## config.mk

```make
export PLATFORM = sky130hd
export DESIGN_NAME = sar_track_burst_ctl
export DESIGN_NICKNAME = d
export VERILOG_FILES = /design/src/rtl/sar_ctrl_pkg.sv /design/src/rtl/sar_engine.sv /design/src/rtl/sar_track_burst_ctl.sv
export SDC_FILE = /design/constraint.sdc
export NUM_CORES = 1
export LEC_CHECK = 0
export BUFFER_PORTS_ARGS = -buffer_cell sky130_fd_sc_hd__buf_2
export CAP_MARGIN = 0
export CORE_ASPECT_RATIO = 2
export CORE_MARGIN = 2
export CORE_UTILIZATION = 25
export CTS_CLUSTER_DIAMETER = 60
export CTS_CLUSTER_SIZE = 10
export DETAILED_ROUTE_END_ITERATION = 10
export HOLD_SLACK_MARGIN = 0.02
export PLACE_DENSITY_LB_ADDON = 0.05
export SLEW_MARGIN = 0
export SYNTH_ARGS = -nofsm -noshare
export SYNTH_HDL_FRONTEND = slang
export SYNTH_SLANG_ARGS = --single-unit
```

## constraint.sdc

```tcl
create_clock -name aclk -period 11.15 [get_ports aclk]
set_clock_uncertainty 0.15 [all_clocks]
set_input_delay 2.23 -clock aclk [delete_from_list [all_inputs] [get_ports aclk]]
set_output_delay 2.23 -clock aclk [all_outputs]
set_load 0.01 [all_outputs]
```

## src/rtl/sar_ctrl_pkg.sv

```systemverilog
// Constants, register map and carrier types for the SAR converter control block.
package sar_ctrl_pkg;
	localparam int unsigned CLK_MHZ        = 250;
	localparam int unsigned BURST_OSC_MHZ  = 20;
	localparam logic [3:0]  OSC_DIV        = 4'(CLK_MHZ / BURST_OSC_MHZ);
	localparam logic [4:0]  LP_TRACK_TICKS = 5'h03;
	localparam logic [6:0]  TWELVE_GROUP   = 7'h04;
	localparam logic [15:0] TWELVE_MAX     = 16'h0ffc;
	////////////////////////////////////////////////////////////////////////////////
	localparam logic [7:0]  OFF_CTRL       = 8'h00;
	localparam logic [7:0]  OFF_CFG        = 8'h04;
	localparam logic [7:0]  OFF_ACC        = 8'h08;
	localparam logic [7:0]  OFF_PWR        = 8'h0c;
	localparam logic [7:0]  OFF_RESULT     = 8'h10;
	localparam logic [7:0]  OFF_GT         = 8'h14;
	localparam logic [7:0]  OFF_LT         = 8'h18;
	localparam int          CTRL_SRC_LO    = 0;
	localparam int          CTRL_WIN       = 3;
	localparam int          CTRL_BUSY      = 4;
	localparam int          CTRL_EOC       = 5;
	localparam int          CTRL_BURST     = 6;
	localparam int          CTRL_EN        = 7;
	localparam int          CTRL_LPTRK     = 8;
	localparam int          CFG_GAIN       = 0;
	localparam int          CFG_EIGHT      = 2;
	localparam int          CFG_DIV_LO     = 3;
	localparam int          ACC_RPT_LO     = 0;
	localparam int          ACC_TWELVE     = 7;
	localparam int          PWR_UP_LO      = 0;
	localparam int          PWR_TRK_LO     = 4;
	localparam logic [2:0]  SRC_SW         = 3'h0;
	localparam logic [2:0]  SRC_T0         = 3'h1;
	localparam logic [2:0]  SRC_T2         = 3'h2;
	localparam logic [2:0]  SRC_T3         = 3'h3;
	localparam logic [2:0]  SRC_EXT        = 3'h4;
	localparam logic [4:0]  RST_DIV        = 5'h1f;
	localparam logic [3:0]  RST_PWR        = 4'h4;
	localparam logic [3:0]  RST_TRK        = 4'h4;
	localparam logic [15:0] RST_GT         = 16'hffff;
	localparam logic [15:0] RST_LT         = 16'h0000;
	localparam logic [1:0]  RESP_OKAY      = 2'h0;
	localparam logic [1:0]  RESP_SLVERR    = 2'h2;
	////////////////////////////////////////////////////////////////////////////////
	typedef enum logic [1:0] {PH_IDLE, PH_POWERUP, PH_TRACK, PH_CONVERT} phase_t;
	typedef struct packed {
		logic t0;
		logic t2;
		logic t3;
	} timer_trig_t;
	typedef struct packed {
		logic       power;
		logic       track;
		logic       gain_half;
		logic [1:0] sub_idx;
		logic [9:0] dac_code;
	} analog_t;
	typedef struct packed {
		logic       busy;
		logic       done;
		logic [3:0] bit_idx;
		logic [9:0] trial;
		logic [9:0] result;
	} eng_state_t;
	typedef struct packed {
		phase_t      phase;
		logic [4:0]  cnt;
		logic [3:0]  osc_cnt;
		logic [4:0]  sar_cnt;
		logic [6:0]  conv_n;
		logic [15:0] acc;
		logic [15:0] result;
		logic        eng_start;
		logic        sw_req;
		logic        busy;
		logic        eoc;
		logic        win_flag;
		logic        conv_en;
		logic        burst;
		logic        lp_track;
		logic [2:0]  src;
		logic [4:0]  sar_div;
		logic        eight_bit;
		logic        gain;
		logic        twelve;
		logic [2:0]  rpt;
		logic [3:0]  pwr_time;
		logic [3:0]  trk_time;
		logic [15:0] gt_lim;
		logic [15:0] lt_lim;
		logic        pin_s1;
		logic        pin_s2;
		logic        pin_s3;
		logic        comp_s1;
		logic        comp_s2;
		logic        aw_have;
		logic [7:0]  aw_addr;
		logic        w_have;
		logic [31:0] wdata;
		logic [3:0]  wstrb;
		logic        bvalid;
		logic [1:0]  bresp;
		logic        rvalid;
		logic [1:0]  rresp;
		logic [31:0] rdata;
	} ctl_state_t;
endpackage

```

## src/rtl/sar_engine.sv

```systemverilog
// Successive-approximation bit search, one trial per SAR clock tick.
`timescale 1ns/1ps
`default_nettype none
module sar_engine
	import sar_ctrl_pkg::*;
(
	input  wire logic       aclk,
	input  wire logic       aresetn,
	input  wire logic       sar_tick,
	input  wire logic       start,
	input  wire logic       eight_bit,
	input  wire logic       comp_high,
	output logic [9:0]      dac_code,
	output logic            done,
	output logic [9:0]      result
);
	eng_state_t s;
	eng_state_t next_s;
	logic [9:0] kept;
	logic [3:0] stop_idx;

	// Stopping two bits early leaves the two least bits at zero.
	assign stop_idx = eight_bit ? 4'h2 : 4'h0;

	always_comb
	begin
		next_s = s;
		next_s.done = 1'b0;
		kept = s.trial;
		if (!comp_high)
			kept[s.bit_idx] = 1'b0;
		if (start)
		begin
			next_s.busy = 1'b1;
			next_s.bit_idx = 4'h9;
			next_s.trial = 10'h200;
		end
		else if (s.busy && sar_tick)
		begin
			if (s.bit_idx == stop_idx)
			begin
				next_s.busy = 1'b0;
				next_s.done = 1'b1;
				next_s.result = kept;
				next_s.trial = kept;
			end
			else
			begin
				next_s.bit_idx = s.bit_idx - 4'h1;
				next_s.trial = kept;
				next_s.trial[s.bit_idx - 4'h1] = 1'b1;
			end
		end
	end

	always_ff @(posedge aclk)
	begin
		if (!aresetn)
			s <= '0;
		else
			s <= next_s;
	end

	assign dac_code = s.trial;
	assign done = s.done;
	assign result = s.result;
endmodule
`default_nettype wire

```

## src/rtl/sar_track_burst_ctl.sv

```systemverilog
// Track, burst, accumulate and register control for the SAR converter.
`timescale 1ns/1ps
`default_nettype none
module sar_track_burst_ctl
	import sar_ctrl_pkg::*;
(
	input  wire logic        aclk,
	input  wire logic        aresetn,
	input  wire logic [7:0]  s_axi_awaddr,
	input  wire logic        s_axi_awvalid,
	output logic             s_axi_awready,
	input  wire logic [31:0] s_axi_wdata,
	input  wire logic [3:0]  s_axi_wstrb,
	input  wire logic        s_axi_wvalid,
	output logic             s_axi_wready,
	output logic [1:0]       s_axi_bresp,
	output logic             s_axi_bvalid,
	input  wire logic        s_axi_bready,
	input  wire logic [7:0]  s_axi_araddr,
	input  wire logic        s_axi_arvalid,
	output logic             s_axi_arready,
	output logic [31:0]      s_axi_rdata,
	output logic [1:0]       s_axi_rresp,
	output logic             s_axi_rvalid,
	input  wire logic        s_axi_rready,
	input  wire timer_trig_t timers,
	input  wire logic        ext_convert_start_pin,
	input  wire logic        low_power_standby,
	input  wire logic        comp_high,
	output analog_t          ana
);
	ctl_state_t  s;
	ctl_state_t  next_s;
	logic        base_tick;
	logic        sar_tick;
	logic        start_evt;
	logic        ext_gated;
	logic        idle_track;
	logic        twelve_on;
	logic        last_conv;
	logic        eng_done;
	logic [9:0]  eng_result;
	logic [9:0]  dac_code;
	logic [6:0]  target;
	logic [15:0] sum;
	logic [15:0] final_val;
	logic        wr_go;

	function automatic logic [6:0] rpt_target(input logic [2:0] code, input logic twelve);
		logic [6:0] n;
		case (code)
			3'h1: n = 7'h04;
			3'h2: n = 7'h08;
			3'h3: n = 7'h10;
			3'h4: n = 7'h20;
			3'h5: n = 7'h40;
			default: n = 7'h01;
		endcase
		if (twelve && n < TWELVE_GROUP)
			n = TWELVE_GROUP;
		return n;
	endfunction

	function automatic logic [4:0] track_len(input logic burst, input logic lp,
		input logic [3:0] trk);
		logic [4:0] t;
		t = burst ? {1'b0, trk} : 5'h00;
		if (lp)
			t = t + LP_TRACK_TICKS;
		return t;
	endfunction

	////////////////////////////////////////////////////////////////////////////////
	// The burst clock is modelled as an enable, so a burst still needs system clocks.
	assign base_tick = !s.burst || (s.osc_cnt == OSC_DIV - 4'h1);
	assign sar_tick = base_tick && (s.sar_cnt >= s.sar_div);
	assign ext_gated = s.lp_track && !s.burst && (s.src == SRC_EXT);
	assign target = rpt_target(s.rpt, s.twelve);
	assign twelve_on = s.twelve && s.burst && (target[1:0] == 2'h0);
	assign last_conv = (s.conv_n + 7'h01) == target;
	assign sum = s.acc + {6'h00, eng_result};
	assign final_val = (s.eight_bit && target == 7'h01) ? {eng_result[9:2], 8'h00} : sum;
	assign wr_go = s.aw_have && s.w_have && !s.bvalid;

	always_comb
	begin
		case (s.src)
			SRC_SW: start_evt = s.sw_req;
			SRC_T0: start_evt = timers.t0;
			SRC_T2: start_evt = timers.t2;
			SRC_T3: start_evt = timers.t3;
			SRC_EXT: start_evt = s.pin_s2 && !s.pin_s3;
			default: start_evt = 1'b0;
		endcase
	end

	// Idle tracking: always in the default mode, pin-low only in gated mode.
	assign idle_track = (!s.lp_track && !s.burst) || (ext_gated && !s.pin_s2);

	always_comb
	begin
		ana.power = s.burst ? (s.conv_en || s.phase != PH_IDLE) : s.conv_en;
		ana.track = !low_power_standby && ana.power
			&& (s.phase == PH_TRACK || (s.phase == PH_IDLE && idle_track));
		ana.gain_half = s.gain;
		ana.sub_idx = twelve_on ? s.conv_n[1:0] : 2'h0;
		ana.dac_code = dac_code;
	end

	////////////////////////////////////////////////////////////////////////////////
	always_comb
	begin
		next_s = s;
		next_s.sw_req = 1'b0;
		next_s.eng_start = 1'b0;
		next_s.pin_s1 = ext_convert_start_pin;
		next_s.pin_s2 = s.pin_s1;
		next_s.pin_s3 = s.pin_s2;
		next_s.comp_s1 = comp_high;
		next_s.comp_s2 = s.comp_s1;
		// Restarting both dividers with each conversion lets the comparator settle first.
		// Outside burst this still needs a SAR divide of at least two.
		next_s.osc_cnt = (s.eng_start || s.osc_cnt == OSC_DIV - 4'h1) ? 4'h0 : s.osc_cnt + 4'h1;
		if (sar_tick || s.eng_start)
			next_s.sar_cnt = 5'h00;
		else if (base_tick)
			next_s.sar_cnt = s.sar_cnt + 5'h01;

		if (s_axi_awvalid && s_axi_awready)
		begin
			next_s.aw_have = 1'b1;
			next_s.aw_addr = s_axi_awaddr;
		end
		if (s_axi_wvalid && s_axi_wready)
		begin
			next_s.w_have = 1'b1;
			next_s.wdata = s_axi_wdata;
			next_s.wstrb = s_axi_wstrb;
		end
		if (s.bvalid && s_axi_bready)
			next_s.bvalid = 1'b0;
		if (wr_go)
		begin
			next_s.aw_have = 1'b0;
			next_s.w_have = 1'b0;
			next_s.bvalid = 1'b1;
			next_s.bresp = RESP_OKAY;
			case (s.aw_addr)
				OFF_CTRL:
				begin
					if (s.wstrb[0])
					begin
						next_s.src = s.wdata[CTRL_SRC_LO +: 3];
						next_s.win_flag = s.win_flag & s.wdata[CTRL_WIN];
						next_s.eoc = s.eoc & s.wdata[CTRL_EOC];
						next_s.burst = s.wdata[CTRL_BURST];
						next_s.conv_en = s.wdata[CTRL_EN];
						next_s.sw_req = s.wdata[CTRL_BUSY]
							&& s.wdata[CTRL_SRC_LO +: 3] == SRC_SW;
					end
					if (s.wstrb[1])
						next_s.lp_track = s.wdata[CTRL_LPTRK];
				end
				OFF_CFG:
					if (s.wstrb[0])
					begin
						next_s.gain = s.wdata[CFG_GAIN];
						next_s.eight_bit = s.wdata[CFG_EIGHT];
						next_s.sar_div = s.wdata[CFG_DIV_LO +: 5];
					end
				OFF_ACC:
					if (s.wstrb[0])
					begin
						next_s.rpt = s.wdata[ACC_RPT_LO +: 3];
						next_s.twelve = s.wdata[ACC_TWELVE];
					end
				OFF_PWR:
					if (s.wstrb[0])
					begin
						next_s.pwr_time = s.wdata[PWR_UP_LO +: 4];
						next_s.trk_time = s.wdata[PWR_TRK_LO +: 4];
					end
				OFF_GT:
				begin
					if (s.wstrb[0])
						next_s.gt_lim[7:0] = s.wdata[7:0];
					if (s.wstrb[1])
						next_s.gt_lim[15:8] = s.wdata[15:8];
				end
				OFF_LT:
				begin
					if (s.wstrb[0])
						next_s.lt_lim[7:0] = s.wdata[7:0];
					if (s.wstrb[1])
						next_s.lt_lim[15:8] = s.wdata[15:8];
				end
				OFF_RESULT: next_s.bresp = RESP_OKAY;
				default: next_s.bresp = RESP_SLVERR;
			endcase
		end

		if (s.rvalid && s_axi_rready)
			next_s.rvalid = 1'b0;
		if (s_axi_arvalid && s_axi_arready)
		begin
			next_s.rvalid = 1'b1;
			next_s.rresp = RESP_OKAY;
			case (s_axi_araddr)
				OFF_CTRL: next_s.rdata = {23'h000000, s.lp_track, s.conv_en, s.burst,
					s.eoc, s.busy, s.win_flag, s.src};
				OFF_CFG: next_s.rdata = {24'h000000, s.sar_div, s.eight_bit, 1'b0, s.gain};
				OFF_ACC: next_s.rdata = {24'h000000, s.twelve, 4'h0, s.rpt};
				OFF_PWR: next_s.rdata = {24'h000000, s.trk_time, s.pwr_time};
				OFF_RESULT: next_s.rdata = {16'h0000, s.result};
				OFF_GT: next_s.rdata = {16'h0000, s.gt_lim};
				OFF_LT: next_s.rdata = {16'h0000, s.lt_lim};
				default:
				begin
					next_s.rdata = 32'h00000000;
					next_s.rresp = RESP_SLVERR;
				end
			endcase
		end

		// Hardware sets come after the bus clears so that a set in the same cycle wins.
		unique case (s.phase)
			PH_IDLE:
				// Starts are taken only here; closer spacing in burst is not queued.
				if (start_evt)
				begin
					next_s.busy = 1'b1;
					if (s.conv_n == 7'h00)
						next_s.acc = 16'h0000;
					if (s.burst && !s.conv_en)
					begin
						next_s.phase = PH_POWERUP;
						next_s.cnt = {1'b0, s.pwr_time};
					end
					else if (ext_gated)
					begin
						next_s.phase = PH_CONVERT;
						next_s.eng_start = 1'b1;
					end
					else
					begin
						next_s.phase = PH_TRACK;
						next_s.cnt = track_len(s.burst, s.lp_track, s.trk_time);
					end
				end
			PH_POWERUP:
				if (s.cnt == 5'h00)
				begin
					next_s.phase = PH_TRACK;
					next_s.cnt = track_len(s.burst, s.lp_track, s.trk_time);
				end
				else if (sar_tick)
					next_s.cnt = s.cnt - 5'h01;
			PH_TRACK:
				if (s.cnt == 5'h00)
				begin
					next_s.phase = PH_CONVERT;
					next_s.eng_start = 1'b1;
				end
				else if (sar_tick)
					next_s.cnt = s.cnt - 5'h01;
			PH_CONVERT:
				if (eng_done)
				begin
					next_s.acc = sum;
					if (last_conv)
					begin
						next_s.result = final_val;
						next_s.eoc = 1'b1;
						if (final_val > s.gt_lim && final_val < s.lt_lim)
							next_s.win_flag = 1'b1;
						next_s.busy = 1'b0;
						next_s.conv_n = 7'h00;
						next_s.phase = PH_IDLE;
					end
					else if (s.burst)
					begin
						next_s.conv_n = s.conv_n + 7'h01;
						next_s.phase = PH_TRACK;
						next_s.cnt = track_len(s.burst, s.lp_track, s.trk_time);
					end
					else
					begin
						next_s.conv_n = s.conv_n + 7'h01;
						next_s.busy = 1'b0;
						next_s.phase = PH_IDLE;
					end
				end
		endcase
	end

	always_ff @(posedge aclk)
	begin
		if (!aresetn)
		begin
			s <= '0;
			s.sar_div <= RST_DIV;
			s.pwr_time <= RST_PWR;
			s.trk_time <= RST_TRK;
			s.gt_lim <= RST_GT;
			s.lt_lim <= RST_LT;
		end
		else
			s <= next_s;
	end

	sar_engine u_engine (
		.aclk      (aclk),
		.aresetn   (aresetn),
		.sar_tick  (sar_tick),
		.start     (s.eng_start),
		.eight_bit (s.eight_bit),
		.comp_high (s.comp_s2),
		.dac_code  (dac_code),
		.done      (eng_done),
		.result    (eng_result)
	);

	assign s_axi_awready = !s.aw_have && !s.bvalid;
	assign s_axi_wready = !s.w_have && !s.bvalid;
	assign s_axi_bvalid = s.bvalid;
	assign s_axi_bresp = s.bresp;
	assign s_axi_arready = !s.rvalid;
	assign s_axi_rvalid = s.rvalid;
	assign s_axi_rdata = s.rdata;
	assign s_axi_rresp = s.rresp;
endmodule
`default_nettype wire

```

==> results_dict.tcl, run 1 <==
set metrics [dict create \
    cts_setup_buffers 0 \
    grt_pass1_wl_um 58300 \
    yosys_register_bits 196 \
    synth_cells 1374 \
    dp_cells 1918 \
    r2r_start "s[167]$_SDFFE_PN0P_" \
    routedWlPerCell_um 19.7 \
    tightest_slew_ns 1.16 \
    drt_iter0_markers 415 \
    required_ns 8.77 \
    reg2reg_to "s[146]$_SDFF_PN0_" \
    rsz0062_at_grt "false" \
    path_cells "buf_2 -> a2111oi_0 -> buf_2" \
    ys_seq_area_frac 0.361 \
    core_area_um2 43200 \
    cts-hold-fix-buffers 0 \
    cts_resized 0 \
    clockRootBuffer "clkbuf_16" \
    ir_worst_vdd_v 0.000101 \
    min_path_cells 1 \
    synth_edf_count 0 \
    h-tree-depth 4 \
    cp.arrival_ns 2.88 \
    clk_pin_slew_worst_paths_ns 0.07 \
    cp-end-kind "output pin" \
    hold_viol_final 0 \
    criticalPathCategory "input port to output pin" \
    hold_end "next_s[86]$_SDFF_PN0_" \
    track_usage 0.173 \
    grt_overflow 0 \
    fin_cells 1950 \
    rr_worst_depth 15 \
    status "finished clean" \
    whs_ns 0.283 \
    synth_area_um2 10900 \
    fin_crit_ns 5.26 \
    wl_met3_um 874 \
    drive_gt1_frac 0.107 \
    slowest_stage "a2111oi_0" \
    totalWireLength_um 38400 \
    synthTopCellsByArea "dfxtp_1 36%, nand2_1 6.6%, ha_1 6.2%" \
    place_ws_ns 5.87 \
    initial_utilization 0.252 \
    yosys.area.top_type "dfxtp_1" \
    slew_headroom 0.223 \
    slew_violations 0 \
    fin_nets 1507 \
    grt_max_degree 56 \
    clock_sinks 196 \
    synth.avg_cell_area_um2 7.92 \
    synthFlopType "dfxtp_1" \
    power.total_mw 1.42 \
    hp-start "next_s[87]$_SDFF_PN0_" \
    dr.max_layer_used "met4" \
    synth_top_area_frac 0.361 \
    worstSetupStartpointType "input port" \
    vias 9570 \
    reg2reg_slack_ns 6.70 \
    diodes 0 \
    antenna_left 0 \
    p_per_area_nw_per_um2 118 \
    clock_latency_ns 0.47 \
    leakagePower_nw 4.97 \
    area_growth_pct 10.9 \
    synthArstFlopShare 0 \
    max_stage_delay_ns 0.35 \
    finalSetupTns_ns 0 \
    hpwlAfterDp_um 29300 \
    drt-pass1-iter-count 5 \
    drcViolationCount 0 \
    min_path_type "flip-flop to flip-flop" \
    fp.dieH_um 299 \
    ys_types 74 \
    post-route-period-util 0.472 \
    setup_ws_ns 5.89 \
    crit_fanout 1 \
    rows 108 \
    cts_made_buffers 17 \
    port-buffer-count 84 \
    fmax_mhz 190 \
    die-area_um2 45300 \
    synth_warnings 0 \
    place.gp.congestion 0.815 \
    dr_wl_met2_um 21100 \
    grt_pass1_vias 9425 \
    nFillCells 4776 \
    antenna_found_initial 1 \
    maxCapViolCount 0 \
    setup_violations 0 \
    routed_via_density 4.91 \
    m1WireLength_um 15200 \
    ios 121 \
    die-width_um 152 \
    cts_tree "built" \
    crit_top_cell "buf_2" \
    clock_path_buffers 2 \
]
## through the flow
step | util | cell area, µm²
4_1_cts | 0.279 | 12100
2_1_floorplan | - | 10900
6_report | 0.279 | 12100
3_3_place_gp | 0.266 | 11500
5_1_grt | 0.279 | 12100
3_5_place_dp | 0.266 | 11500
## cells in the final DEF (no fill, tap or decap), drive strengths merged, types with 5 or more instances in the layout
cell type / netlist / layout
dfxtp: 196 / 196
nand2: 191 / 191
nor2: 152 / 152
a21oi: 116 / 116
buf: 61 / 99
o21ai: 66 / 66
inv: 55 / 59
mux2i: 57 / 57
ha: 54 / 54
nand3: 44 / 44
nor3: 31 / 31
a22oi: 19 / 19
clkbuf: 61 / 19
nand2b: 18 / 18
o211ai: 18 / 18
conb: 1 / 18
xor2: 15 / 15
and3: 14 / 14
xnor2: 14 / 14
and2: 13 / 13
a211oi: 12 / 12
a31oi: 12 / 12
nor4: 11 / 11
a21o: 10 / 10
nand4: 9 / 9
nor3b: 8 / 8
or3: 7 / 7
mux2: 7 / 7
o31ai: 7 / 7
a32o: 7 / 7
a222oi: 7 / 7
clkinv: 2 / 6
o21bai: 5 / 5
or4: 5 / 5
o22ai: 5 / 5
or2: 5 / 5
## cells by family (layout without fill, tap and decap cells)
group | count (synthesis) | after routing | synth area share
other | 1 | 18 | 0.000345
xor gates and xnor gates | 29 | 29 | 0.0233
and+or+nand+nor | 529 | 529 | 0.223
buffers and inverters | 179 | 188 | 0.0809
muxes | 66 | 66 | 0.0638
DFF | 196 | 196 | 0.361
adders and majority gates | 57 | 57 | 0.0658
AOI/OAI and AO/OA | 317 | 317 | 0.182
## routing by layer
metal	vias up	GRT usage
met5	-	0
met4	0	0.0716
met3	46	0.0201
met2	169	0.328
met1	4564	0.189
li1	4791	-
## power by group
group          internal, mW  switching, mW  leakage, nW
registers             0.711         0.0158         1.59
logic                0.0233         0.0510         3.12
clock network         0.311          0.311        0.262
## worst max path at each step
stage / from / endpoint / slack (ns)
after floorplan: low_power_standby / ana[13] / 5.87
after global placement: low_power_standby / ana[13] / 5.89
after detailed placement: low_power_standby / ana[13] / 5.87
after CTS: low_power_standby / ana[13] / 5.85
after global routing: low_power_standby / ana[13] / 5.75
final: low_power_standby / ana[13] / 5.89
## cells in the mapped netlist, types with 4 or more instances
library cell  instances
dfxtp_1             196
nand3b_1              4
a31oi_1              12
a21oi_1             116
o211ai_1             18
or2_2                 4
mux2_2                7
nor2_1              152
nand2_1             191
buf_2                 9
nor4_1               11
inv_1                55
and3_1               14
nor2b_1               4
a32o_1                7
mux2i_1              57
nand3_1              43
a22oi_1              19
o31ai_1               7
nand4_1               9
or4_1                 5
nor3b_1               8
buf_4                48
a311oi_1              4
a222oi_1              7
or3_1                 7
a211oi_1             12
nor3_1               31
and2_1               13
ha_1                 54
clkbuf_1             60
o21ai_0              63
xor2_1               15
nand2b_1             18
a21o_1               10
xnor2_1              14
o22ai_1               5
o21bai_1              5
## flip-flops by register name, summed over array words and instances (netlist names), 3 cells and up
register	flops
s	146
u_engine.dac_code	10
u_engine.result	10
next_s	3
u_engine.s	5
s_axi_rdata	16
## cell type report
class / count / area (µm²) / area share
Tap cell: 550 / 688 / 0.0570
Clock inverter: 13 / 125 / 0.0104
Inverter: 57 / 216 / 0.0179
Multi-Input combinational cell: 1016 / 6150 / 0.509
Sequential cell: 196 / 3920 / 0.325
Clock buffer: 19 / 433 / 0.0359
Timing Repair Buffer: 99 / 533 / 0.0442
## critical path: cells and delay by family
kind	cells	cell delay [ns]
buffers and inverters	2	0.30
AO/OA/AOI/OAI	1	0.35
No activity file was read; power rests on OpenSTA's default activity.
==> run 2, diff against run 1 <==
clock period = 4.55 ns   (was 11.15 ns; I/O delays follow)
==> run 2 against run 1 <==
Clock-buffer cell count down 1. Sequential share of layout area shrank 0.39 points. Hold slack improved by 0.0020 ns. Die area unchanged. Worst setup slack worse by 5.4 ns. Critical path type is now flip-flop to flip-flop. Largest cell class unchanged.
==> results_dict.tcl, run 2 (synthesized netlist as in run 1, its figures left out) <==
set metrics [dict create \
    die-width_um 152 \
    cts_made_buffers 17 \
    rows 108 \
    fp.dieH_um 299 \
    routed_via_density 4.89 \
    cts_resized 0 \
    criticalPathCategory "flip-flop to flip-flop" \
    antenna_left 0 \
    core_area_um2 43200 \
    routedWlPerCell_um 19.6 \
    largest_reg_flops 146 \
    h-tree-depth 4 \
    antenna_found_initial 1 \
    nFillCells 4788 \
    clock_latency_ns 0.47 \
    hpwlAfterDp_um 29700 \
    worstSetupStartpointType "flip-flop" \
    cts_setup_buffers 0 \
    layout_common_cells "196 x dfxtp_1, 191 x nand2_1, 152 x nor2_1" \
    required_ns 4.74 \
    cts_tree "built" \
    slowest_stage "or4_1" \
    reg2reg_to "s[146]$_SDFF_PN0_" \
    hold_end "s[84]$_SDFF_PN0_" \
    status "finished clean" \
    grt_overflow 0 \
    rr_worst_depth 16 \
    hp-start "next_s[84]$_SDFF_PN0_" \
    initial_utilization 0.252 \
    grt_pass1_wl_um 58500 \
    min_path_type "flip-flop to flip-flop" \
    maxCapViolCount 0 \
    clockRootBuffer "clkbuf_16" \
    finalSetupTns_ns 0 \
    slew_headroom 0.319 \
    tightest_slew_ns 1.01 \
    r2r_start "s[167]$_SDFFE_PN0P_" \
    drcViolationCount 0 \
    hold_viol_final 0 \
    p_per_area_nw_per_um2 297 \
    drive_gt1_frac 0.115 \
    place.gp.congestion 0.811 \
    clk_pin_slew_worst_paths_ns 0.09 \
    fin_crit_ns 4.08 \
    regMostFlops "s" \
    ir_worst_vdd_v 0.000233 \
    ios 121 \
    clock_sinks 196 \
    cts-hold-fix-buffers 0 \
    leakagePower_nw 5.06 \
    path_cells "ha_1 -> fa_1 -> a211oi_1 -> o21ai_0 -> a31oi_1 -> buf_4 -> nor2_1 -> xor2_1 -> mux2_2 -> ha_1 -> nand4_1 -> or4_1 -> nor3_1 -> a2111oi_0 -> nand3_1 -> o21ai_1" \
    grt_max_degree 55 \
    track_usage 0.173 \
    dpl_cell_area_um2 11600 \
    area_growth_pct 12.2 \
    cp.arrival_ns 4.27 \
    rsz0062_at_grt "false" \
    post-route-period-util 0.897 \
    cp-end-kind "flip-flop" \
    diodes 0 \
    fmax_mhz 245 \
    port-buffer-count 84 \
    die-area_um2 45300 \
    slew_violations 0 \
    vias 9598 \
    crit_fanout 5 \
    stdcell_area_um2 12200 \
    fin_nets 1518 \
    layout_commonest_cell "dfxtp_1" \
    min_path_cells 1 \
    setup_violations 0 \
    drt_iter0_markers 493 \
    reg2reg_slack_ns 0.47 \
    grt_pass1_vias 9660 \
    clock_path_buffers 2 \
    totalWireLength_um 38400 \
    drt-pass1-iter-count 5 \
    crit_top_cell "ha_1" \
    max_stage_delay_ns 0.50 \
]
## run 2: layout make-up
type                            instances  area (µm²)  area share
Clock buffer                           18         429      0.0351
Clock inverter                         14         191      0.0157
Inverter                               57         216      0.0177
Multi-Input combinational cell       1016        6150       0.503
Sequential cell                       196        3920       0.321
Tap cell                              550         688      0.0564
Timing Repair Buffer                  110         616      0.0504
## run 2: through the flow
| stage | total power [mW] | cells | utilization | worst slack [ns] | hold WS (ns) |
|---|---|---|---|---|---|
| after floorplan | 1.94 | 1391 | - | 0.790 | 0.262 |
| after global placement | 2.01 | 1929 | 0.268 | 0.477 | 0.262 |
| after detailed placement | 2.01 | 1929 | 0.268 | 0.442 | 0.267 |
| after CTS | 3.70 | 1961 | 0.282 | 0.414 | 0.288 |
| after global routing | 3.78 | 1961 | 0.282 | 0.0761 | 0.318 |
| final | 3.62 | 1961 | 0.282 | 0.468 | 0.285 |
## run 2: worst max-delay path by stage
| stage | startpoint | to | slack [ns] |
|---|---|---|---|
| floorplan | s[167]$_SDFFE_PN0P_ | s[146]$_SDFF_PN0_ | 0.79 |
| global placement | s[167]$_SDFFE_PN0P_ | s[146]$_SDFF_PN0_ | 0.48 |
| detailed placement | s[167]$_SDFFE_PN0P_ | s[146]$_SDFF_PN0_ | 0.44 |
| CTS | s[167]$_SDFFE_PN0P_ | s[146]$_SDFF_PN0_ | 0.41 |
| global route | s[167]$_SDFFE_PN0P_ | s[146]$_SDFF_PN0_ | 0.08 |
| finish | s[167]$_SDFFE_PN0P_ | s[146]$_SDFF_PN0_ | 0.47 |
## run 2: power breakdown
| group | total (mW) | internal (mW) | switching (mW) |
|---|---|---|---|
| registers | 1.78 | 1.74 | 0.0390 |
| clock network | 1.66 | 0.884 | 0.777 |
| logic | 0.182 | 0.0576 | 0.125 |
## run 2: critical path, delay by kind of cell, from the launching register on
| family | cells | cell delay, ns |
|---|---|---|
| and+or+nand+nor | 5 | 1.02 |
| adders and majority gates | 3 | 0.98 |
| buffers and inverters | 1 | 0.16 |
| DFF | 1 | 0.32 |
| muxes | 1 | 0.31 |
| xor gates and xnor gates | 1 | 0.14 |
| AOI/OAI and AO/OA | 5 | 0.87 |
## run 2: per-layer routing
| layer | vias to the layer above | wire (µm) | track usage |
|---|---|---|---|
| met2 | 186 | 21600 | 0.342 |
| met1 | 4559 | 14800 | 0.181 |
| li1 | 4806 | - | - |
| met4 | 0 | 1050 | 0.0633 |
| met5 | - | 0 | 0 |
| met3 | 47 | 1020 | 0.0209 |
